$ cat config.mk
export PLATFORM = sky130hd
export DESIGN_NAME = gas_alarm_annunciator
export DESIGN_NICKNAME = d
export VERILOG_FILES = /design/src/inc/gas_alarm_pkg.sv /design/src/verilog/gas_alarm_annunciator.sv /design/src/verilog/tick_divider.sv
export SDC_FILE = /design/constraint.sdc
export NUM_CORES = 1
export LEC_CHECK = 0
export BUFFER_PORTS_ARGS = -buffer_cell sky130_fd_sc_hd__buf_2
export CAP_MARGIN = 20
export CORE_MARGIN = 2
export CORE_UTILIZATION = 24
export CTS_BUF_LIST = sky130_fd_sc_hd__clkbuf_8
export DETAILED_ROUTE_END_ITERATION = 6
export MAX_ROUTING_LAYER = met4
export PLACE_DENSITY = 0.46
export SYNTH_ARGS = -nofsm -noshare
export SYNTH_HDL_FRONTEND = slang
export SYNTH_SLANG_ARGS = --single-unit
$ cat constraint.sdc
create_clock -name clk -period 2.9 [get_ports clk]
set_clock_uncertainty 0.1 [all_clocks]
set_input_delay 0.58 -clock clk [delete_from_list [all_inputs] [get_ports clk]]
set_output_delay 0.58 -clock clk [all_outputs]
set_load 0.03 [all_outputs]
$ cat src/inc/gas_alarm_pkg.sv
// Shared constants and types for the gas alarm annunciator.
package gas_alarm_pkg;

  // System clock rate in hertz.
  localparam int CLK_HZ = 40_000_000;
  // Base tick period in milliseconds; all slow timing counts these ticks.
  localparam int BASE_TICK_MS = 10;
  localparam int BASE_TICK_CYCLES = CLK_HZ / 1000 * BASE_TICK_MS;

  // Display idle time before returning to the home page, in seconds.
  localparam int IDLE_TIMEOUT_S = 60;
  localparam int MINUTE_TICKS = IDLE_TIMEOUT_S * 1000 / BASE_TICK_MS;
  // One second in ticks, used for blink phase and backlight timeout.
  localparam int SECOND_MS = 1000;
  localparam int SECOND_TICKS = SECOND_MS / BASE_TICK_MS;
  // Decline key hold time that switches the backlight on.
  localparam int BL_HOLD_MS = 1000;
  localparam int BL_HOLD_TICKS = BL_HOLD_MS / BASE_TICK_MS;
  // Length of one single beep or flash (self-test, battery chirp).
  localparam int BEEP_MS = 100;
  localparam int BEEP_TICKS = BEEP_MS / BASE_TICK_MS;

  // Blink periods in ticks for one, two and three flashes per second.
  localparam int PERIOD_1HZ = SECOND_TICKS / 1;
  localparam int PERIOD_2HZ = SECOND_TICKS / 2;
  localparam int PERIOD_3HZ = SECOND_TICKS / 3;

  // Page counts per user mode.
  localparam int TEXT_PAGES = 4;
  localparam int FULL_PAGES = 12;

  // Alarm class positions, listed from highest message priority down.
  localparam int CLS_PUMP = 0;
  localparam int CLS_LAMP = 1;
  localparam int CLS_SENSOR_OFF = 2;
  localparam int CLS_DRIFT = 3;
  localparam int CLS_OVER_RANGE = 4;
  localparam int CLS_HIGH = 5;
  localparam int CLS_LOW = 6;
  localparam int CLS_AVG = 7;
  localparam int CLS_BATTERY = 8;
  localparam int CLS_MEMORY = 9;
  localparam int N_CLASSES = 10;

  // Message shown on the display; the code is class position plus one.
  typedef enum logic [3:0] {
    MSG_NONE = 4'h0,
    MSG_PUMP = 4'h1,
    MSG_LAMP = 4'h2,
    MSG_SENSOR_OFF = 4'h3,
    MSG_NEGATIVE_DRIFT_TEXT = 4'h4,
    MSG_OVER_RANGE_TEXT = 4'h5,
    MSG_HIGH_LIMIT = 4'h6,
    MSG_LOW_LIMIT = 4'h7,
    MSG_AVERAGE_LIMIT = 4'h8,
    MSG_BATTERY = 4'h9,
    MSG_MEMORY_FULL = 4'hA
  } msg_e;

endpackage

$ cat src/verilog/gas_alarm_annunciator.sv
// Alarm, display page, backlight and pump sequencer for a gas monitor.
`timescale 1ns/100ps
`default_nettype none

module gas_alarm_annunciator
#(
  parameter int N_SENSORS = 5,
  parameter int BASE_TICK_CYCLES = gas_alarm_pkg::BASE_TICK_CYCLES,
  parameter int MINUTE_TICKS = gas_alarm_pkg::MINUTE_TICKS
)
(
  input wire logic clk,
  input wire logic resetn,
  input wire logic mode_key,
  input wire logic confirm_key,
  input wire logic decline_key,
  input wire logic [N_SENSORS-1:0] high_exceed,
  input wire logic [N_SENSORS-1:0] low_exceed,
  input wire logic [N_SENSORS-1:0] stel_exceed,
  input wire logic [N_SENSORS-1:0] twa_exceed,
  input wire logic [N_SENSORS-1:0] negative_drift,
  input wire logic [N_SENSORS-1:0] over_range,
  input wire logic battery_low,
  input wire logic lamp_fail,
  input wire logic sensor_off,
  input wire logic pump_stall,
  input wire logic memory_full,
  input wire logic pc_standby,
  input wire logic calibration_mode,
  input wire logic latch_mode,
  input wire logic text_mode,
  input wire logic backlight_auto,
  input wire logic ambient_dark,
  input wire logic [7:0] backlight_timeout_s,
  output logic buzzer,
  output logic led,
  output logic backlight,
  output logic pump_on,
  output logic power_down,
  output logic measure_hold,
  output logic [3:0] page,
  output logic [3:0] message,
  output logic [2:0] message_sensor
);

  // Typed copies of the timing counts at the widths they meet.
  localparam logic [15:0] MIN_LAST = 16'(MINUTE_TICKS - 1);
  localparam logic [6:0] SEC_LAST = 7'(gas_alarm_pkg::SECOND_TICKS - 1);
  localparam logic [6:0] HOLD_T = 7'(gas_alarm_pkg::BL_HOLD_TICKS);
  localparam logic [6:0] BEEP_T = 7'(gas_alarm_pkg::BEEP_TICKS);
  localparam logic [6:0] P1 = 7'(gas_alarm_pkg::PERIOD_1HZ);
  localparam logic [6:0] P2 = 7'(gas_alarm_pkg::PERIOD_2HZ);
  localparam logic [6:0] P3 = 7'(gas_alarm_pkg::PERIOD_3HZ);
  localparam logic [3:0] TEXT_N = 4'(gas_alarm_pkg::TEXT_PAGES);
  localparam logic [3:0] FULL_N = 4'(gas_alarm_pkg::FULL_PAGES);
  localparam int NC = gas_alarm_pkg::N_CLASSES;

  // Whole state of the block.
  typedef struct packed {
    logic mode_s1;             // Key synchroniser first stages.
    logic conf_s1;
    logic dec_s1;
    logic mode_s2;             // Key synchroniser second stages.
    logic conf_s2;
    logic dec_s2;
    logic mode_prev;           // Previous synchronised key levels.
    logic conf_prev;
    logic dec_prev;
    logic [3:0] page;          // Current display page, 0 is home.
    logic [15:0] idle_cnt;     // Ticks since the last key press.
    logic [NC-1:0] latched;    // Conditions held in latching mode.
    logic [1:0] rate;          // Flashes per second now shown.
    logic [6:0] phase;         // Position inside one blink period.
    logic [15:0] min_cnt;      // Minute counter for battery chirp.
    logic [6:0] chirp_cnt;     // Remaining ticks of battery chirp.
    logic [6:0] test_cnt;      // Remaining ticks of self-test.
    logic bl_on;               // Manual backlight state.
    logic [6:0] bl_hold;       // Ticks the decline key has been held.
    logic [6:0] bl_sec;        // Tick count inside one second.
    logic [7:0] bl_left;       // Seconds left before backlight off.
    logic stalled;             // Pump stopped by a stall.
    logic pump_on;
    logic power_down;
    logic buzzer;
    logic led;
    logic backlight;
    logic measure_hold;
    logic [3:0] message;
    logic [2:0] message_sensor;
  } state_s;

  state_s st_ff;
  state_s nxt_st;

  // Slow enable pulse that paces every timer in the block.
  logic tick;

  tick_divider #(.DIV(BASE_TICK_CYCLES)) u_tick
  (
    .clk(clk),
    .resetn(resetn),
    .tick(tick)
  );

  // Index of the lowest sensor whose flag is set.
  function automatic logic [2:0] first_idx(input logic [N_SENSORS-1:0] v);
    logic [2:0] r;
    r = '0;
    for (int i = N_SENSORS - 1; i >= 0; i--)
    begin
      if (v[i])
      begin
        r = 3'(i);
      end
    end
    return r;
  endfunction

  // Key press edges, taken only from the second synchroniser stage.
  logic mode_press;
  logic conf_press;
  logic dec_press;
  logic suppress;
  logic [NC-1:0] cond;
  logic [NC-1:0] active;

  assign mode_press = st_ff.mode_s2 & ~st_ff.mode_prev;
  assign conf_press = st_ff.conf_s2 & ~st_ff.conf_prev;
  assign dec_press = st_ff.dec_s2 & ~st_ff.dec_prev;
  // Alarms and measurement are held off in standby or calibration.
  assign suppress = pc_standby | calibration_mode;

  // Raw alarm conditions, one bit per class.
  always_comb
  begin
    cond = '0;
    cond[gas_alarm_pkg::CLS_PUMP] = st_ff.stalled;
    cond[gas_alarm_pkg::CLS_LAMP] = lamp_fail;
    cond[gas_alarm_pkg::CLS_SENSOR_OFF] = sensor_off;
    cond[gas_alarm_pkg::CLS_DRIFT] = |negative_drift;
    cond[gas_alarm_pkg::CLS_OVER_RANGE] = |over_range;
    cond[gas_alarm_pkg::CLS_HIGH] = |high_exceed;
    cond[gas_alarm_pkg::CLS_LOW] = |low_exceed;
    cond[gas_alarm_pkg::CLS_AVG] = |(stel_exceed | twa_exceed);
    cond[gas_alarm_pkg::CLS_BATTERY] = battery_low;
    cond[gas_alarm_pkg::CLS_MEMORY] = memory_full;
  end

  // Live conditions plus held ones in latching mode; none when silenced.
  assign active = suppress ? '0 :
                  (cond | (latch_mode ? st_ff.latched : '0));

  // Next-state logic for the whole block.
  always_comb
  begin
    logic [6:0] period;
    logic wave;
    logic [3:0] pages;
    logic [NC-1:0] clr;
    nxt_st = st_ff;
    period = P1;
    wave = 1'b0;
    pages = text_mode ? TEXT_N : FULL_N;
    clr = '0;

    // Two-stage key synchronisers and edge history.
    nxt_st.mode_s1 = mode_key;
    nxt_st.conf_s1 = confirm_key;
    nxt_st.dec_s1 = decline_key;
    nxt_st.mode_s2 = st_ff.mode_s1;
    nxt_st.conf_s2 = st_ff.conf_s1;
    nxt_st.dec_s2 = st_ff.dec_s1;
    nxt_st.mode_prev = st_ff.mode_s2;
    nxt_st.conf_prev = st_ff.conf_s2;
    nxt_st.dec_prev = st_ff.dec_s2;

    // Page stepping; any key restarts the idle minute.
    if (mode_press | conf_press | dec_press)
    begin
      nxt_st.idle_cnt = '0;
    end
    else if (tick)
    begin
      if (st_ff.idle_cnt >= MIN_LAST)
      begin
        nxt_st.idle_cnt = '0;
        nxt_st.page = '0;
      end
      else
      begin
        nxt_st.idle_cnt = st_ff.idle_cnt + 16'h0001;
      end
    end
    if (mode_press)
    begin
      // Ring order: the last page wraps back to the home page.
      if (st_ff.page >= pages - 4'h1)
      begin
        nxt_st.page = '0;
      end
      else
      begin
        nxt_st.page = st_ff.page + 4'h1;
      end
    end
    else if (st_ff.page >= pages)
    begin
      // A mode change left the page outside the ring.
      nxt_st.page = '0;
    end

    // Latched conditions clear on a confirm press once gone; a new
    // occurrence in the same cycle keeps its bit set.
    if (conf_press)
    begin
      clr = ~cond;
    end
    if (latch_mode)
    begin
      nxt_st.latched = (st_ff.latched & ~clr) |
                       (suppress ? '0 : cond);
    end
    else
    begin
      nxt_st.latched = '0;
    end

    // Pump stall stops the pump until a confirm press; stall wins.
    if (pump_stall)
    begin
      nxt_st.stalled = 1'b1;
    end
    else if (conf_press)
    begin
      nxt_st.stalled = 1'b0;
    end
    nxt_st.pump_on = ~nxt_st.stalled;

    // Fastest rate among the active classes sets the blink rate.
    if (|active[gas_alarm_pkg::CLS_HIGH:0])
    begin
      nxt_st.rate = 2'd3;
    end
    else if (active[gas_alarm_pkg::CLS_LOW])
    begin
      nxt_st.rate = 2'd2;
    end
    else if (|active[NC-1:gas_alarm_pkg::CLS_AVG])
    begin
      nxt_st.rate = 2'd1;
    end
    else
    begin
      nxt_st.rate = 2'd0;
    end

    // Blink phase restarts whenever the rate changes.
    case (st_ff.rate)
      2'd3: period = P3;
      2'd2: period = P2;
      default: period = P1;
    endcase
    wave = (st_ff.rate != 2'd0) && (st_ff.phase < (period >> 1));
    if (nxt_st.rate != st_ff.rate)
    begin
      nxt_st.phase = '0;
    end
    else if (tick)
    begin
      nxt_st.phase = (st_ff.phase >= period - 7'h01) ? '0 :
                     st_ff.phase + 7'h01;
    end

    // Battery chirp once a minute, the first one at once.
    if (!active[gas_alarm_pkg::CLS_BATTERY])
    begin
      nxt_st.min_cnt = MIN_LAST;
    end
    else if (tick)
    begin
      if (st_ff.min_cnt >= MIN_LAST)
      begin
        nxt_st.min_cnt = '0;
        nxt_st.chirp_cnt = BEEP_T;
      end
      else
      begin
        nxt_st.min_cnt = st_ff.min_cnt + 16'h0001;
      end
    end
    if (tick && st_ff.chirp_cnt != '0)
    begin
      nxt_st.chirp_cnt = st_ff.chirp_cnt - 7'h01;
    end

    // Self-test runs only from a quiet, unsilenced state.
    if (conf_press && active == '0 && !suppress)
    begin
      nxt_st.test_cnt = BEEP_T;
    end
    else if (tick && st_ff.test_cnt != '0)
    begin
      nxt_st.test_cnt = st_ff.test_cnt - 7'h01;
    end

    // Manual backlight: timeout first, then press off, then hold on.
    if (!st_ff.dec_s2)
    begin
      nxt_st.bl_hold = '0;
    end
    else if (tick && st_ff.bl_hold != HOLD_T)
    begin
      nxt_st.bl_hold = st_ff.bl_hold + 7'h01;
    end
    if (backlight_auto)
    begin
      nxt_st.bl_on = 1'b0;
    end
    else
    begin
      if (st_ff.bl_on && tick)
      begin
        if (st_ff.bl_sec >= SEC_LAST)
        begin
          nxt_st.bl_sec = '0;
          // A zero timeout keeps the light on until the next press.
          if (st_ff.bl_left == 8'h01)
          begin
            nxt_st.bl_on = 1'b0;
          end
          if (st_ff.bl_left != 8'h00)
          begin
            nxt_st.bl_left = st_ff.bl_left - 8'h01;
          end
        end
        else
        begin
          nxt_st.bl_sec = st_ff.bl_sec + 7'h01;
        end
      end
      if (dec_press && st_ff.bl_on)
      begin
        nxt_st.bl_on = 1'b0;
      end
      else if (tick && st_ff.bl_hold == HOLD_T - 7'h01 && !st_ff.bl_on)
      begin
        nxt_st.bl_on = 1'b1;
        nxt_st.bl_left = backlight_timeout_s;
        nxt_st.bl_sec = '0;
      end
    end

    // Outputs; the buzzer skips battery and memory blink.
    nxt_st.buzzer = !suppress &&
                    ((wave && |active[gas_alarm_pkg::CLS_AVG:0]) ||
                     st_ff.chirp_cnt != '0 ||
                     st_ff.test_cnt != '0);
    nxt_st.led = !suppress && (wave || st_ff.test_cnt != '0);
    nxt_st.backlight = (backlight_auto ? ambient_dark : st_ff.bl_on) ||
                       st_ff.test_cnt != '0;
    nxt_st.power_down = st_ff.power_down | battery_low;
    nxt_st.measure_hold = suppress;

    // Message of the highest-priority active class.
    nxt_st.message = gas_alarm_pkg::MSG_NONE;
    for (int c = NC - 1; c >= 0; c--)
    begin
      if (active[c])
      begin
        nxt_st.message = 4'(c + 1);
      end
    end
    case (nxt_st.message)
      gas_alarm_pkg::MSG_NEGATIVE_DRIFT_TEXT:
        nxt_st.message_sensor = first_idx(negative_drift);
      gas_alarm_pkg::MSG_OVER_RANGE_TEXT:
        nxt_st.message_sensor = first_idx(over_range);
      gas_alarm_pkg::MSG_HIGH_LIMIT:
        nxt_st.message_sensor = first_idx(high_exceed);
      gas_alarm_pkg::MSG_LOW_LIMIT:
        nxt_st.message_sensor = first_idx(low_exceed);
      gas_alarm_pkg::MSG_AVERAGE_LIMIT:
        nxt_st.message_sensor = first_idx(stel_exceed | twa_exceed);
      default:
        nxt_st.message_sensor = st_ff.message_sensor;
    endcase
  end

  // State register; the pump runs from reset onward.
  always_ff @(posedge clk or negedge resetn)
  begin
    if (!resetn)
    begin
      st_ff <= '0;
      st_ff.pump_on <= 1'b1;
    end
    else
    begin
      st_ff <= nxt_st;
    end
  end

  assign buzzer = st_ff.buzzer;
  assign led = st_ff.led;
  assign backlight = st_ff.backlight;
  assign pump_on = st_ff.pump_on;
  assign power_down = st_ff.power_down;
  assign measure_hold = st_ff.measure_hold;
  assign page = st_ff.page;
  assign message = st_ff.message;
  assign message_sensor = st_ff.message_sensor;

  // Checks on the behaviour above.
  idle_home_a: assert property (@(posedge clk) disable iff (!resetn)
    tick && st_ff.idle_cnt >= MIN_LAST && !(mode_press | conf_press |
    dec_press) |=> page == 4'h0)
    else $error("idle minute did not return home");
  text_wrap_a: assert property (@(posedge clk) disable iff (!resetn)
    mode_press && text_mode && page == 4'h3 |=> page == 4'h0)
    else $error("text page ring did not wrap");
  full_wrap_a: assert property (@(posedge clk) disable iff (!resetn)
    mode_press && !text_mode && page == 4'hB |=> page == 4'h0)
    else $error("full page ring did not wrap");
  power_off_a: assert property (@(posedge clk) disable iff (!resetn)
    battery_low |=> power_down [*3])
    else $error("low battery did not power down");
  silent_a: assert property (@(posedge clk) disable iff (!resetn)
    suppress |=> !buzzer && !led && measure_hold)
    else $error("alarm output while silenced");
  latch_hold_a: assert property (@(posedge clk) disable iff (!resetn)
    latch_mode && !suppress && $fell(|high_exceed) && !conf_press
    |-> ##1 st_ff.rate == 2'd3)
    else $error("latched alarm released");
  high_rate_a: assert property (@(posedge clk) disable iff (!resetn)
    |high_exceed && !suppress |=> st_ff.rate == 2'd3 &&
    message <= gas_alarm_pkg::MSG_HIGH_LIMIT)
    else $error("high limit rate wrong");
  low_rate_a: assert property (@(posedge clk) disable iff (!resetn)
    !latch_mode && !suppress && cond == (NC'(1) << gas_alarm_pkg::CLS_LOW)
    |=> st_ff.rate == 2'd2)
    else $error("low limit rate wrong");
  mem_quiet_a: assert property (@(posedge clk) disable iff (!resetn)
    !latch_mode && cond == (NC'(1) << gas_alarm_pkg::CLS_MEMORY) &&
    st_ff.chirp_cnt == '0 && st_ff.test_cnt == '0 |=> !buzzer)
    else $error("memory full sounded buzzer");
  stall_stop_a: assert property (@(posedge clk) disable iff (!resetn)
    pump_stall |=> !pump_on ##1 (!pump_on || $past(conf_press)))
    else $error("pump kept running on stall");

endmodule
`default_nettype wire

$ cat src/verilog/tick_divider.sv
// Clock divider that yields a one-cycle enable pulse every DIV cycles.
`timescale 1ns/100ps
`default_nettype none

module tick_divider
#(
  parameter int DIV = 400000
)
(
  input wire logic clk,
  input wire logic resetn,
  output logic tick
);

  localparam int W = (DIV > 1) ? $clog2(DIV) : 1;
  localparam logic [W-1:0] LAST = W'(DIV - 1);

  // Free-running count; the pulse marks its wrap.
  logic [W-1:0] cnt_ff;
  logic tick_ff;

  // Count and raise the pulse for exactly one cycle per period.
  always_ff @(posedge clk or negedge resetn)
  begin
    if (!resetn)
    begin
      cnt_ff <= '0;
      tick_ff <= 1'b0;
    end
    else
    begin
      cnt_ff <= (cnt_ff == LAST) ? '0 : cnt_ff + 1'b1;
      tick_ff <= (cnt_ff == LAST);
    end
  end

  assign tick = tick_ff;

endmodule
`default_nettype wire
### Word-level counts from Yosys, hierarchy flattened

Index checks and enable logic that the tools add are counted.

| word-level totals | value |
|---|---|
| input port bits | 54 |
| output and inout port bits | 17 |
| logic and storage cells | 213 |
| register bits | 135 |

| cells by class | value |
|---|---|
| equal/unequal tests | 15 |
| multiplexer cells | 83 |
| reduce and logical (&&, ||, !) cells | 47 |
| magnitude comparators | 7 |
| bitwise gates (word level) | 17 |
| $add $sub $neg | 12 |

Operators with widths:

| kind | number |
|---|---|
| $mux 7 | 11 |
| $mux 3 | 25 |
| $mux 16 | 4 |
| $mux 4 | 16 |
| $mux 10 | 5 |
| $mux 15 | 3 |
| $add 16x1->16 const B | 2 |
| $ge 16x13->1 const B | 2 |
| $reduce_or 5->1 | 5 |
| $mux 23 | 1 |
| $add 7x1->7 const B | 3 |
| $sub 7x1->7 const B | 3 |
| $mux 20 | 1 |
| $not 10->10 | 2 |
| $or 10x10->10 | 2 |
| $add 19x1->19 const B | 1 |
| $eq 19x19->1 const B | 1 |
| $mux 19 | 1 |
| $eq 4x3->1 const B | 4 |
| $mux 8 | 2 |
| $pmux 3 s5 | 1 |
| $pmux 7 s2 | 1 |
| $reduce_bool 2->1 | 7 |
| $reduce_bool 7->1 | 2 |
| other kinds (34) | 76 |

### Depth between registers and ports, before layout

Gate-level depths: netlist (run 1).

| depth | value |
|---|---|
| depth after elaboration | 16 |
| gate-level depth with buffers | 10 |
| gate-level depth less buffers | 10 |

### Hierarchy

Synthesis (run 1) repeated with hierarchy kept, for this count alone.

| unflattened totals | value |
|---|---|
| cells, all modules | 793 |
| area total of the unflattened synthesis | 7,384.6 um^2 |

By module, submodules not included:

| module | area each (um^2) | cells an instance | times used | seq. area each (um^2) |
|---|---|---|---|---|
| gas_alarm_annunciator | 6,429.9 | 709 | 1 | 2,879.0 |
| tick_divider | 954.7 | 84 | 1 | 500.5 |

### Worst setup path after synthesis (run 1)

Ideal clock, no wire load.

| timing | value |
|---|---|
| path kind | reg-to-reg |
| start | register st_ff[51] in the netlist's numbering |
| end | register st_ff[55] in the netlist's numbering |
| buffers on the path | 1 |
| data required time | 2.722 ns |
| stages on the path, launching flop included | 10 |
| arrival time | 2.361 ns |
| slack | 0.361 ns |
| library setup time | 0.078 ns |
| period minus slack after synthesis | 2.539 ns |
| path through | dfrtp_1 ha_1 a31oi_1 o21bai_1 a41o_1 a2111o_1 or2_1 buf_6 or3b_1 a21oi_1 |

| between the ends | value |
|---|---|
| cells in the longest elaborated chain, start to end | 4 |

RTL lines:

| item | line | RTL |
|---|---|---|
| start, declared | gas_alarm_annunciator.sv:92 | `state_s st_ff;` |
| start signal, assigned | gas_alarm_annunciator.sv:399 | `st_ff <= nxt_st;` |
| $add 16x1->16 or $ge 16x13->1 (tied branches) | gas_alarm_annunciator.sv:288, gas_alarm_annunciator.sv:281 |  |
| $mux 16 (*) | gas_alarm_annunciator.sv:281 | `if (st_ff.min_cnt >= MIN_LAST)` |
| $mux 23 (*) | gas_alarm_annunciator.sv:279 | `else if (tick)` |
| $mux 16 (*) | gas_alarm_annunciator.sv:275 | `if (!active[gas_alarm_pkg::CLS_BATTERY])` |

Every way passes the cells marked *; elsewhere a longest branch is shown, timed or not. The select of a mux whose other input is x is not followed.
A chain may end at the register's enable or synchronous reset.

### Worst setup path after layout (run 1)

| timing | value |
|---|---|
| start | register st_ff[51] in the netlist's numbering |
| end | register st_ff[58] in the netlist's numbering |

Same word-level chain as after synthesis.

==> flow_summary.html, run 1 <==
<table>
<tr><th>Metric</th><th>Value</th></tr>
<tr><th colspan="2">Status</th></tr>
<tr><td>Status</td><td>completed</td></tr>
<tr><th colspan="2">Yosys</th></tr>
<tr><td>Count of different cell masters after synthesis</td><td>71</td></tr>
<tr><td>Synthesis-stage register bit count</td><td>135</td></tr>
<tr><td>Number of flops mapped to enable cells by yosys</td><td>0</td></tr>
<tr><td>Number of warning messages in the yosys log</td><td>0</td></tr>
<tr><td>Synth Flop Type</td><td>dfrtp_1</td></tr>
<tr><td>Combined area of all synthesized cells</td><td>~7300 um2</td></tr>
<tr><td>Share of synthesized area occupied by flip-flops and latches</td><td>46.2%</td></tr>
<tr><td>Synthesized area per cell</td><td>9.24 um2</td></tr>
<tr><td>Nets in the synthesized netlist</td><td>871</td></tr>
<tr><td>Post-synth ARST share</td><td>100%</td></tr>
<tr><td>Synth Instances</td><td>slightly below 800</td></tr>
<tr><th colspan="2">STA</th></tr>
<tr><td>Final count of hold timing violations</td><td>0</td></tr>
<tr><td>Setup violations, final</td><td>0</td></tr>
<tr><td>Setup repair after global routing missed its margin</td><td>false</td></tr>
<tr><td>Final max-slew violation count</td><td>0</td></tr>
<tr><td>Final total negative setup slack</td><td>0 ns</td></tr>
<tr><td>Relative slew margins</td><td>63.0%</td></tr>
<tr><td>Fin Hold WS</td><td>approximately 0.14 ns</td></tr>
<tr><td>Transition time at the pin with the least slew margin</td><td>0.554 ns</td></tr>
<tr><td>Final period utilization</td><td>92.2%</td></tr>
<tr><td>Highest achievable clock rate</td><td>0.374 GHz</td></tr>
<tr><td>Minimum clock period</td><td>2.68 ns</td></tr>
<tr><th colspan="2">Setup path</th></tr>
<tr><td>Max Fanout on Critical Path</td><td>5</td></tr>
<tr><td>Required time at the endpoint of the critical path</td><td>around 3.2 ns</td></tr>
<tr><td>Crit path kind</td><td>reg -&gt; reg</td></tr>
<tr><td>Critical path startpoint</td><td>st_ff[51]$_DFFE_PN0P_</td></tr>
<tr><td>Slowest cell delay on critical path</td><td>0.48 ns</td></tr>
<tr><td>Launching element type of the critical path</td><td>register</td></tr>
<tr><td>Launch instance of the worst register-to-register path</td><td>st_ff[51]$_DFFE_PN0P_</td></tr>
<tr><td>Slowest CP cell</td><td>or4_1</td></tr>
<tr><td>Buffers &amp; Inverters on Critical Path</td><td>0</td></tr>
<tr><td>Largest delay contributor family on the critical path</td><td>compound AO/OA/AOI/OAI gates</td></tr>
<tr><td>Element type at the critical path end</td><td>register</td></tr>
<tr><td>Register-to-Register Setup Slack</td><td>0.22 ns</td></tr>
<tr><td>Crit Reg-Reg Endpoint</td><td>st_ff[58]$_DFFE_PN0P_</td></tr>
<tr><td>Critical path arrival</td><td>2.93 ns</td></tr>
<tr><td>Worst R2R Path Depth</td><td>8</td></tr>
<tr><td>Worst-path cell chain</td><td>ha_1 -&gt; a31oi_1 -&gt; o21bai_1 -&gt; a41o_1 -&gt; a2111o_1 -&gt; or2_1 -&gt; or4_1 -&gt; a21oi_1</td></tr>
<tr><th colspan="2">GRT</th></tr>
<tr><td>Initial antenna violation count</td><td>0</td></tr>
<tr><td>Global-route total usage across every layer</td><td>12.0%</td></tr>
<tr><td>First-pass GRT wire length</td><td>~29000 um</td></tr>
<tr><td>Number of global-route vias before repair</td><td>5863</td></tr>
<tr><td>Maximum number of pins on one net before global-route repair</td><td>54</td></tr>
<tr><td>Remaining Overflow, GRT</td><td>0</td></tr>
<tr><th colspan="2">Pwr</th></tr>
<tr><td>IR Drop Worst-Case VDD</td><td>approximately 0.00022 V</td></tr>
<tr><td>Seq pwr share</td><td>~50%</td></tr>
<tr><td>Total power</td><td>about 0.004 W</td></tr>
<tr><td>Cell internal pwr</td><td>0.00286 W</td></tr>
<tr><td>Switching share of total power</td><td>28.4%</td></tr>
<tr><td>Switching pwr</td><td>0.00113 W</td></tr>
<tr><td>Areal power density over the cells</td><td>roughly 460 nW/um2</td></tr>
<tr><td>Gate power share</td><td>11.4%</td></tr>
<tr><td>Static Leakage</td><td>3.72 nW</td></tr>
<tr><td>Share of power burned in the clock network</td><td>about 39%</td></tr>
<tr><th colspan="2">Die</th></tr>
<tr><td>CORE AREA</td><td>29800 um2</td></tr>
<tr><td>Die area</td><td>~32000 um2</td></tr>
<tr><td>Initial cell density of the core</td><td>24.6%</td></tr>
<tr><td>Number of placed I/O pins</td><td>71</td></tr>
<tr><td>DIE HEIGHT</td><td>roughly 180 um</td></tr>
<tr><td>Width of the die</td><td>179 um</td></tr>
<tr><td>Placement Rows</td><td>63</td></tr>
<tr><th colspan="2">Min path</th></tr>
<tr><td>Hold Startpoint</td><td>mode_key</td></tr>
<tr><td>Class of the tightest hold or removal check</td><td>in -&gt; reg</td></tr>
<tr><td>WHS Endpoint</td><td>nxt_st[111]$_DFF_PN0_</td></tr>
<tr><td>Cell count of the worst hold path</td><td>1</td></tr>
<tr><th colspan="2">Route</th></tr>
<tr><td>First-pass iteration count of the detailed router</td><td>4</td></tr>
<tr><td>Via total after detailed routing</td><td>around 6.0k</td></tr>
<tr><td>Count of antenna-violating nets left after detailed routing</td><td>0</td></tr>
<tr><td>Post-route DRC</td><td>0</td></tr>
<tr><td>Post-detailed-route wirelength per cell</td><td>13.7 um</td></tr>
<tr><td>Drt initial violations</td><td>388</td></tr>
<tr><td>Detailed-route vias per instance</td><td>4.67</td></tr>
<tr><td>DRT Wirelength</td><td>17500 um</td></tr>
<tr><th colspan="2">Placement</th></tr>
<tr><td>Number of port buffers</td><td>70</td></tr>
<tr><td>Routability congestion estimate</td><td>0.773</td></tr>
<tr><td>Placed wire-length estimate after detailed placement</td><td>12400 um</td></tr>
<tr><td>Post-Place Cells</td><td>between 1k and 1.5k</td></tr>
<tr><th colspan="2">Clock tree</th></tr>
<tr><td>Clk pin slew, worst setup/hold paths</td><td>0.08 ns</td></tr>
<tr><td>Clock tree buffer depth</td><td>2</td></tr>
<tr><td>Clock buffers created by TritonCTS</td><td>17</td></tr>
<tr><td>Post-CTS Setup Bufs</td><td>0</td></tr>
<tr><td>TritonCTS clock tree</td><td>done</td></tr>
<tr><td>CTS H-tree depth</td><td>4</td></tr>
<tr><td>Clock sink total</td><td>135</td></tr>
<tr><td>Cts repair resizes</td><td>0</td></tr>
<tr><td>Clock root cell</td><td>clkbuf_8</td></tr>
<tr><td>Clk Latency, worst-skew pair</td><td>0.45 ns</td></tr>
<tr><th colspan="2">Layout</th></tr>
<tr><td>Post-synthesis to final-layout area growth</td><td>17.5%</td></tr>
<tr><td>Final-stage net count</td><td>953</td></tr>
<tr><td>Share of the core filled with cells in the final layout</td><td>28.8%</td></tr>
<tr><td>Antenna diodes</td><td>0</td></tr>
<tr><td>Fillers</td><td>3212</td></tr>
<tr><td>Number of standard cells in the final layout excluding fillers</td><td>1277</td></tr>
<tr><td>Proportion of layout cells with a drive suffix above 1</td><td>16.1%</td></tr>
<tr><th colspan="2">Flow run</th></tr>
<tr><td>Number of max-cap violations</td><td>0</td></tr>
</table>
[repair_timing]
| action | CTS | global route |
|---|---|---|
| hold endpoints to repair | 38 | 0 |
| setup endpoints to repair | 0 | 0 |
| hold buffers | 1 | 0 |
[worst max path at each step]
stage                                    endpoint  depth (start not counted)
finish                      st_ff[58]$_DFFE_PN0P_                          8
global route                st_ff[58]$_DFFE_PN0P_                          8
CTS                         st_ff[58]$_DFFE_PN0P_                          8
detailed placement          st_ff[73]$_DFFE_PN0P_                          8
global placement    message_sensor[1]$_DFFE_PN0P_                          8
floorplan                   st_ff[55]$_DFFE_PN0P_                          9
[power groups by stage]
stage	clock network (W)	logic (W)	registers, W
2_1_floorplan	0	0.000299	0.00202
3_3_place_gp	0	0.000462	0.00203
3_5_place_dp	0	0.000465	0.00203
4_1_cts	0.00163	0.000468	0.00199
5_1_grt	0.00171	0.000517	0.00200
6_report	0.00154	0.000457	0.00199
[layout by cell type, fill, tap and decap left out, types with 12 or more instances in the layout]
cell type	synthesis	final
buf_2	2	69
buf_4	11	26
nor3_1	18	18
clkbuf_8	0	20
nor2_1	80	80
a31oi_1	15	15
and2_1	12	12
xnor2_1	18	18
a21oi_1	41	41
ha_1	25	25
o21ai_0	69	69
and3_1	23	23
dfrtp_1	134	134
xor2_1	22	22
nand2_1	73	73
nand3_1	29	29
inv_1	31	31
[cell usage after synthesis, drive strengths merged (6+ instances only)]
master	number	area [um2]
dfrtp	134	3350
o211ai	8	65.1
nor4	14	124
o311ai	6	52.6
nor2b	7	43.8
a21boi	11	82.6
nand4	12	81.3
a21oi	41	205
xnor2	18	158
and2	12	75.1
nand2	73	274
clkbuf	21	78.8
nand3	29	145
nor2	81	307
xor2	22	193
o21ai	71	355
nor3	18	90.1
ha	25	313
buf	14	104
inv	31	116
or3	7	43.8
or4	6	52.6
o31ai	6	45.0
a31oi	15	93.8
nand2b	11	68.8
and3	23	144
[flip-flops by register name (all words and copies together) (netlist names), 3 cells and up]
register and flops:
st_ff 91, u_tick.cnt_ff 19, nxt_st 6, message 4, page 4, message_sensor 3
[layer usage]
layer  GRT usage (%)  vias to the layer above  part of all wire [%]
met2            18.5                       66                    46
met3            2.75                       14                   2.7
met4            3.49                        0                   1.1
met1            15.6                     2864                    50
li1                -                     3022                     -
met5               -                        -                     0
[final cells by class]
cell class | instances | area, um2 | share of cell area [%]
inverter | 31 | 116 | 1.35
multi-input combinational | 591 | 3640 | 42.3
tap | 390 | 488 | 5.68
clock inverter | 12 | 116 | 1.35
clock buffer | 20 | 275 | 3.20
sequential | 135 | 3380 | 39.3
timing repair buffer | 98 | 582 | 6.77
[logic make-up after synthesis]
group,share of synthesized area [%]
simple gates,22.0
other cells,0.103
buf+inv,4.09
xor+xnor,4.79
fa+ha+maj,4.28
flops,46.2
mux,0.137
compound gates,18.4
[metrics by stage]
step,setup WS [ns],cell area [um2]
after detailed placement,0.0619,8190
after global placement,0.0992,8190
after global routing,0.0934,8590
after floorplan,0.361,7320
after CTS,0.215,8590
final,0.225,8590
Power figures use the tool's default switching activity.
==> run 2, diff against run 1 <==
- CORE_MARGIN: 2 -> 8
==> flow_summary.html, run 2 (synthesis results as in run 1) <==
<table>
<tr><th>Metric</th><th>Value</th></tr>
<tr><th colspan="2">Status</th></tr>
<tr><td>Status</td><td>completed (unchanged)</td></tr>
<tr><th colspan="2">Layout</th></tr>
<tr><td>Final-stage net count</td><td>952 (was 953)</td></tr>
<tr><td>Leading cell types in the layout, fill and taps excluded</td><td>134 x dfrtp_1, 80 x nor2_1, 73 x nand2_1 (unchanged)</td></tr>
<tr><td>Most common cell after layout, fill and taps aside</td><td>dfrtp_1 (unchanged)</td></tr>
<tr><td>Proportion of layout cells with a drive suffix above 1</td><td>15.9% (was 16.1%)</td></tr>
<tr><td>Largest reg by FF count</td><td>st_ff (unchanged)</td></tr>
<tr><td>Post-synthesis to final-layout area growth</td><td>18.5% (was 17.5%)</td></tr>
<tr><td>Antenna diodes</td><td>0 (unchanged)</td></tr>
<tr><td>Flip-flop count of the largest register, all copies and words added</td><td>91 (unchanged)</td></tr>
<tr><td>Share of the core filled with cells in the final layout</td><td>28.6% (was 28.8%)</td></tr>
<tr><th colspan="2">Clock tree</th></tr>
<tr><td>Clock tree buffer depth</td><td>2 (unchanged)</td></tr>
<tr><td>Clk pin slew, worst setup/hold paths</td><td>0.08 ns (about the same)</td></tr>
<tr><td>Post-CTS Setup Bufs</td><td>0 (unchanged)</td></tr>
<tr><td>Clk Latency, worst-skew pair</td><td>0.44 ns (was 0.45 ns)</td></tr>
<tr><td>Clock sink total</td><td>135 (unchanged)</td></tr>
<tr><td>CTS H-tree depth</td><td>4 (unchanged)</td></tr>
<tr><td>Cts repair resizes</td><td>0 (unchanged)</td></tr>
<tr><td>Clock buffers created by TritonCTS</td><td>17 (unchanged)</td></tr>
<tr><td>TritonCTS clock tree</td><td>done (unchanged)</td></tr>
<tr><td>Clock root cell</td><td>clkbuf_8 (unchanged)</td></tr>
<tr><td>Cts hold-fix bufs</td><td>0 (was 1)</td></tr>
<tr><th colspan="2">STA</th></tr>
<tr><td>Final total negative setup slack</td><td>0 ns (unchanged)</td></tr>
<tr><td>Relative slew margins</td><td>60.4% (was 63.0%)</td></tr>
<tr><td>Final max-slew violation count</td><td>0 (unchanged)</td></tr>
<tr><td>Minimum clock period</td><td>2.67 ns (was 2.68 ns)</td></tr>
<tr><td>Highest achievable clock rate</td><td>0.375 GHz (was 0.374 GHz)</td></tr>
<tr><td>Final period utilization</td><td>91.9% (was 92.2%)</td></tr>
<tr><td>Setup repair after global routing missed its margin</td><td>false (unchanged)</td></tr>
<tr><td>Final count of hold timing violations</td><td>0 (unchanged)</td></tr>
<tr><td>Transition time at the pin with the least slew margin</td><td>0.594 ns (was 0.554 ns)</td></tr>
<tr><td>Setup violations, final</td><td>0 (unchanged)</td></tr>
<tr><th colspan="2">Setup path</th></tr>
<tr><td>Slowest cell delay on critical path</td><td>0.48 ns (about the same)</td></tr>
<tr><td>Worst R2R Path Depth</td><td>8 (unchanged)</td></tr>
<tr><td>Slowest CP cell</td><td>or4_1 (unchanged)</td></tr>
<tr><td>Element type at the critical path end</td><td>register (unchanged)</td></tr>
<tr><td>Crit Reg-Reg Endpoint</td><td>st_ff[58]$_DFFE_PN0P_ (unchanged)</td></tr>
<tr><td>Buffers &amp; Inverters on Critical Path</td><td>0 (unchanged)</td></tr>
<tr><td>Required time at the endpoint of the critical path</td><td>3.15 ns (was 3.16 ns)</td></tr>
<tr><td>Launch instance of the worst register-to-register path</td><td>st_ff[51]$_DFFE_PN0P_ (unchanged)</td></tr>
<tr><td>Worst-path cell chain</td><td>ha_1 -&gt; a31oi_1 -&gt; o21bai_1 -&gt; a41o_1 -&gt; a2111o_1 -&gt; or2_1 -&gt; or4_1 -&gt; a21oi_1 (unchanged)</td></tr>
<tr><td>Critical path arrival</td><td>2.92 ns (was 2.93 ns)</td></tr>
<tr><td>Launching element type of the critical path</td><td>register (unchanged)</td></tr>
<tr><td>Largest delay contributor family on the critical path</td><td>compound AO/OA/AOI/OAI gates (unchanged)</td></tr>
<tr><td>Crit path kind</td><td>reg -&gt; reg (unchanged)</td></tr>
<tr><td>Register-to-Register Setup Slack</td><td>0.23 ns (was 0.22 ns)</td></tr>
<tr><td>Max Fanout on Critical Path</td><td>5 (unchanged)</td></tr>
<tr><th colspan="2">Min path</th></tr>
<tr><td>Class of the tightest hold or removal check</td><td>in -&gt; async (was in -&gt; reg)</td></tr>
<tr><th colspan="2">Pwr</th></tr>
<tr><td>Areal power density over the cells</td><td>489 nW/um2 (was 464 nW/um2)</td></tr>
<tr><td>Static Leakage</td><td>3.76 nW (was 3.72 nW)</td></tr>
<tr><td>IR Drop Worst-Case VDD</td><td>0.000268 V (was 0.000216 V)</td></tr>
<tr><th colspan="2">Route</th></tr>
<tr><td>Post-detailed-route wirelength per cell</td><td>14.1 um (was 13.7 um)</td></tr>
<tr><td>Detailed-route vias per instance</td><td>4.65 (was 4.67)</td></tr>
<tr><td>First-pass iteration count of the detailed router</td><td>6 (was 4)</td></tr>
<tr><td>Count of antenna-violating nets left after detailed routing</td><td>0 (unchanged)</td></tr>
<tr><td>Post-route DRC</td><td>0 (unchanged)</td></tr>
<tr><td>Via total after detailed routing</td><td>5955 (was 5966)</td></tr>
<tr><td>DRT Wirelength</td><td>18000 um (was 17500 um)</td></tr>
<tr><td>Drt initial violations</td><td>380 (was 388)</td></tr>
<tr><th colspan="2">GRT</th></tr>
<tr><td>Number of global-route vias before repair</td><td>6012 (was 5863)</td></tr>
<tr><td>First-pass GRT wire length</td><td>30500 um (was 29500 um)</td></tr>
<tr><td>Remaining Overflow, GRT</td><td>0 (unchanged)</td></tr>
<tr><td>Maximum number of pins on one net before global-route repair</td><td>55 (was 54)</td></tr>
<tr><td>Initial antenna violation count</td><td>0 (unchanged)</td></tr>
<tr><td>Global-route total usage across every layer</td><td>10.5% (was 12.0%)</td></tr>
<tr><th colspan="2">Placement</th></tr>
<tr><td>Placed wire-length estimate after detailed placement</td><td>12800 um (was 12400 um)</td></tr>
<tr><td>Routability congestion estimate</td><td>0.781 (was 0.773)</td></tr>
<tr><td>Number of port buffers</td><td>70 (unchanged)</td></tr>
<tr><th colspan="2">Die</th></tr>
<tr><td>Initial cell density of the core</td><td>24.2% (was 24.6%)</td></tr>
<tr><td>Width of the die</td><td>191 um (was 179 um)</td></tr>
<tr><td>Placement Rows</td><td>64 (was 63)</td></tr>
<tr><td>Die area</td><td>36300 um2 (was 31900 um2)</td></tr>
<tr><td>CORE AREA</td><td>30300 um2 (was 29800 um2)</td></tr>
<tr><td>Number of placed I/O pins</td><td>71 (unchanged)</td></tr>
<tr><td>DIE HEIGHT</td><td>191 um (was 179 um)</td></tr>
<tr><th colspan="2">Flow run</th></tr>
<tr><td>Number of max-cap violations</td><td>0 (unchanged)</td></tr>
</table>
[run 2: cell count changes in the layout (fill, tap and decap cells not counted), sizes merged]
| cell | previous run | this run |
|---|---|---|
| bufinv | 1 | 5 |
| clkbuf | 20 | 18 |
| clkinv | 6 | 5 |
| dlygate4sd3 | 1 | 0 |
| inv | 34 | 32 |
[run 2: how the worst max path moves through the flow]
stage | slack [ns] | end | depth (start not counted) | from
after floorplan | 0.36 | st_ff[55]$_DFFE_PN0P_ | 9 | st_ff[51]$_DFFE_PN0P_
after global placement | 0.07 | message_sensor[1]$_DFFE_PN0P_ | 8 | twa_exceed[1]
after detailed placement | 0.008 | st_ff[71]$_DFFE_PN0P_ | 8 | twa_exceed[1]
after CTS | 0.23 | st_ff[58]$_DFFE_PN0P_ | 8 | st_ff[51]$_DFFE_PN0P_
after global routing | 0.05 | st_ff[58]$_DFFE_PN0P_ | 8 | st_ff[51]$_DFFE_PN0P_
final | 0.23 | st_ff[58]$_DFFE_PN0P_ | 8 | st_ff[51]$_DFFE_PN0P_
[run 2: power breakdown]
part           internal, W  leakage, nW  switching, W
combinational     0.000160         1.82      0.000295
sequential         0.00194         1.70     0.0000501
clock              0.00104        0.226      0.000758
total              0.00314         3.76       0.00110
[run 2: layout make-up]
class,instances,area (um2)
Fill cell,3242,21600
Multi-Input combinational cell,591,3640
Sequential cell,135,3380
Timing Repair Buffer,97,584
Tap cell,396,495
Clock buffer,18,248
Clock inverter,13,205
Inverter,31,116
[run 2: metrics by stage]
step | area, um2 | hold WS [ns] | cells | total power [W] | setup WS, ns
6_report | 8670 | 0.0139 | 1281 | 0.00424 | 0.235
5_1_grt | 8670 | 0.0163 | 1281 | 0.00446 | 0.0506
4_1_cts | 8670 | 0.0102 | 1281 | 0.00434 | 0.226
3_5_place_dp | 8210 | 0.236 | 1250 | 0.00249 | 0.00776
3_3_place_gp | 8210 | 0.233 | 1250 | 0.00249 | 0.0746
2_1_floorplan | 7320 | 0.184 | 792 | 0.00232 | 0.361
[run 2: metal layers]
| layer | track usage, % | part of all wire [%] |
|---|---|---|
| met2 | 16.8 | 48 |
| met4 | 2.74 | 0.60 |
| met5 | - | 0 |
| met3 | 2.07 | 2.3 |
| met1 | 13.4 | 49 |
[run 2: worst register-to-register path: cells and delay by family (launching register included)]
kind	cells	cell delay, ns
DFF	1	0.42
adders and majority gates	1	0.24
and+or+nand+nor	2	0.75
AOI/OAI and AO/OA	5	1.08
==> run 3, diff against run 2 <==
- CORE_ASPECT_RATIO: default -> 0.5
- SLEW_MARGIN: default -> 40
==> flow_summary.html, run 3 (synthesis results as in run 1) <==
<table>
<tr><th>Metric</th><th>Value</th></tr>
<tr><th colspan="2">Status</th></tr>
<tr><td>Status</td><td>completed (unchanged)</td></tr>
<tr><th colspan="2">Layout</th></tr>
<tr><td>Proportion of layout cells with a drive suffix above 1</td><td>15.9% (about the same)</td></tr>
<tr><td>Fillers</td><td>3222 (was 3242)</td></tr>
<tr><td>Post-route cell area</td><td>8660 um2 (was 8670 um2)</td></tr>
<tr><td>Most common cell after layout, fill and taps aside</td><td>dfrtp_1 (unchanged)</td></tr>
<tr><td>Leading cell types in the layout, fill and taps excluded</td><td>134 x dfrtp_1, 80 x nor2_1, 73 x nand2_1 (unchanged)</td></tr>
<tr><td>Post-synthesis to final-layout area growth</td><td>18.3% (was 18.5%)</td></tr>
<tr><td>Flip-flop count of the largest register, all copies and words added</td><td>91 (unchanged)</td></tr>
<tr><td>Number of standard cells in the final layout excluding fillers</td><td>1287 (was 1281)</td></tr>
<tr><td>Largest reg by FF count</td><td>st_ff (unchanged)</td></tr>
<tr><td>Final-stage net count</td><td>953 (was 952)</td></tr>
<tr><th colspan="2">Setup path</th></tr>
<tr><td>Worst-path cell chain</td><td>ha_1 -&gt; a31oi_1 -&gt; o21bai_1 -&gt; a41o_1 -&gt; a2111o_1 -&gt; or2_1 -&gt; or4_1 -&gt; a21oi_1 (unchanged)</td></tr>
<tr><td>Crit path kind</td><td>reg -&gt; reg (unchanged)</td></tr>
<tr><td>Launching element type of the critical path</td><td>register (unchanged)</td></tr>
<tr><td>Slowest cell delay on critical path</td><td>0.50 ns (was 0.48 ns)</td></tr>
<tr><td>Slowest CP cell</td><td>or4_1 (unchanged)</td></tr>
<tr><td>Element type at the critical path end</td><td>register (unchanged)</td></tr>
<tr><td>Max Fanout on Critical Path</td><td>8 (was 5)</td></tr>
<tr><td>Required time at the endpoint of the critical path</td><td>3.18 ns (was 3.15 ns)</td></tr>
<tr><td>Critical path arrival</td><td>3.03 ns (was 2.92 ns)</td></tr>
<tr><th colspan="2">GRT</th></tr>
<tr><td>First-pass GRT wire length</td><td>29500 um (was 30500 um)</td></tr>
<tr><td>Number of global-route vias before repair</td><td>5972 (was 6012)</td></tr>
<tr><td>Remaining Overflow, GRT</td><td>0 (unchanged)</td></tr>
<tr><td>Global-route total usage across every layer</td><td>9.78% (was 10.5%)</td></tr>
<tr><td>Maximum number of pins on one net before global-route repair</td><td>53 (was 55)</td></tr>
<tr><td>Initial antenna violation count</td><td>1 (was 0)</td></tr>
<tr><th colspan="2">Clock tree</th></tr>
<tr><td>Post-CTS Setup Bufs</td><td>0 (unchanged)</td></tr>
<tr><td>Clk pin slew, worst setup/hold paths</td><td>0.09 ns (was 0.08 ns)</td></tr>
<tr><td>Clock tree buffer depth</td><td>2 (unchanged)</td></tr>
<tr><td>Clock sink total</td><td>135 (unchanged)</td></tr>
<tr><td>Clock root cell</td><td>clkbuf_8 (unchanged)</td></tr>
<tr><td>CTS H-tree depth</td><td>4 (unchanged)</td></tr>
<tr><td>Cts hold-fix bufs</td><td>1 (was 0)</td></tr>
<tr><td>Clock buffers created by TritonCTS</td><td>17 (unchanged)</td></tr>
<tr><td>TritonCTS clock tree</td><td>done (unchanged)</td></tr>
<tr><td>Clk Latency, worst-skew pair</td><td>0.45 ns (was 0.44 ns)</td></tr>
<tr><td>Cts repair resizes</td><td>0 (unchanged)</td></tr>
<tr><th colspan="2">STA</th></tr>
<tr><td>Minimum clock period</td><td>2.75 ns (was 2.67 ns)</td></tr>
<tr><td>Highest achievable clock rate</td><td>0.364 GHz (was 0.375 GHz)</td></tr>
<tr><td>Setup repair after global routing missed its margin</td><td>false (unchanged)</td></tr>
<tr><td>Fin Hold WS</td><td>0.131 ns (was 0.0139 ns)</td></tr>
<tr><td>Transition time at the pin with the least slew margin</td><td>0.569 ns (was 0.594 ns)</td></tr>
<tr><td>Setup violations, final</td><td>0 (unchanged)</td></tr>
<tr><td>Relative slew margins</td><td>62.0% (was 60.4%)</td></tr>
<tr><td>Final total negative setup slack</td><td>0 ns (unchanged)</td></tr>
<tr><td>Final max-slew violation count</td><td>0 (unchanged)</td></tr>
<tr><td>Final count of hold timing violations</td><td>0 (unchanged)</td></tr>
<tr><td>Final period utilization</td><td>94.7% (was 91.9%)</td></tr>
<tr><th colspan="2">Route</th></tr>
<tr><td>DRT Wirelength</td><td>17600 um (was 18000 um)</td></tr>
<tr><td>Via total after detailed routing</td><td>6060 (was 5955)</td></tr>
<tr><td>Post-route DRC</td><td>0 (unchanged)</td></tr>
<tr><td>Detailed-route vias per instance</td><td>4.71 (was 4.65)</td></tr>
<tr><td>Drt initial violations</td><td>416 (was 380)</td></tr>
<tr><td>Post-detailed-route wirelength per cell</td><td>13.7 um (was 14.1 um)</td></tr>
<tr><td>Count of antenna-violating nets left after detailed routing</td><td>0 (unchanged)</td></tr>
<tr><td>First-pass iteration count of the detailed router</td><td>4 (was 6)</td></tr>
<tr><th colspan="2">Die</th></tr>
<tr><td>Number of placed I/O pins</td><td>71 (unchanged)</td></tr>
<tr><td>Width of the die</td><td>263 um (was 191 um)</td></tr>
<tr><td>Placement Rows</td><td>45 (was 64)</td></tr>
<tr><td>CORE AREA</td><td>30200 um2 (was 30300 um2)</td></tr>
<tr><td>Initial cell density of the core</td><td>24.2% (about the same)</td></tr>
<tr><td>DIE HEIGHT</td><td>139 um (was 191 um)</td></tr>
<tr><td>Die area</td><td>36700 um2 (was 36300 um2)</td></tr>
<tr><th colspan="2">Pwr</th></tr>
<tr><td>Areal power density over the cells</td><td>484 nW/um2 (was 489 nW/um2)</td></tr>
<tr><td>IR Drop Worst-Case VDD</td><td>0.000297 V (was 0.000268 V)</td></tr>
<tr><td>Static Leakage</td><td>3.75 nW (was 3.76 nW)</td></tr>
<tr><th colspan="2">Placement</th></tr>
<tr><td>Placed wire-length estimate after detailed placement</td><td>12600 um (was 12800 um)</td></tr>
<tr><td>Number of port buffers</td><td>70 (unchanged)</td></tr>
<tr><td>Post-Place Cells</td><td>1253 (was 1250)</td></tr>
<tr><td>Area post-placement</td><td>8200 um2 (was 8210 um2)</td></tr>
<tr><td>Routability congestion estimate</td><td>0.831 (was 0.781)</td></tr>
<tr><th colspan="2">Flow run</th></tr>
<tr><td>Number of max-cap violations</td><td>0 (unchanged)</td></tr>
<tr><th colspan="2">Min path</th></tr>
<tr><td>Class of the tightest hold or removal check</td><td>in -&gt; reg (was in -&gt; async)</td></tr>
</table>
run 3: cell count changes in the layout (fill, tap and decap cells not counted):
cell / previous run / this run
buf_12: 2 / 1
buf_4: 25 / 26
bufinv_16: 5 / 4
clkbuf_8: 18 / 19
clkinv_4: 3 / 2
diode_2: 0 / 1
dlygate4sd3_1: 0 / 1
inv_1: 32 / 33
inv_6: 0 / 1
run 3: critical path: cells and delay by family (launching register included):
family | cells | cell delay [ns]
compound gates | 5 | 1.07
simple gates | 2 | 0.82
fa+ha+maj | 1 | 0.25
flops | 1 | 0.43
run 3: final timing paths:
check | start | to | slack [ns] | cells past startpoint
setup / recovery | st_ff[51]$_DFFE_PN0P_ | st_ff[58]$_DFFE_PN0P_ | 0.15 | 8
hold / removal | mode_key | nxt_st[111]$_DFF_PN0_ | 0.13 | 1
setup reg to reg | st_ff[51]$_DFFE_PN0P_ | st_ff[58]$_DFFE_PN0P_ | 0.15 | 8
hold reg to reg | nxt_st[111]$_DFF_PN0_ | nxt_st[108]$_DFF_PN0_ | 0.25 | 0
max in group asynchronous | resetn | pump_on$_DFF_PN1_ | 1.38 | 3
min in group asynchronous | resetn | message[0]$_DFF_PN0_ | 0.59 | 2
run 3: cell type report:
type	count	area [um2]	area share, %
diodes	1	2.50	0.0289
well taps	399	499	5.77
repair buffers	98	582	6.72
clock buffers	19	262	3.02
inverters	31	116	1.34
multi-input cells	591	3640	42.0
clock inverters	13	179	2.07
flip-flops and latches	135	3380	39.0
run 3: layer usage:
metal  up-vias  global-route usage, %  share of wire, %
met5         -                      -                 0
met4         0                   3.16               1.4
met3        18                   2.29               2.7
met2        67                   15.6                47
met1      2969                   12.2                49
li1       3006                      -                 -
run 3: power breakdown:
part           switching (W)  leakage (nW)  internal [W]
logic               0.000291          1.82      0.000159
registers          0.0000521          1.70       0.00194
clock network       0.000775         0.225      0.000979
run 3: through the flow:
stage	total power, W	setup slack (ns)	utilization, %
final	0.00419	0.154	28.7
after global routing	0.00440	0.0107	28.7
after CTS	0.00427	0.129	28.7
after detailed placement	0.00248	0.0231	27.2
after global placement	0.00248	0.0696	27.2
after floorplan	0.00232	0.361	-
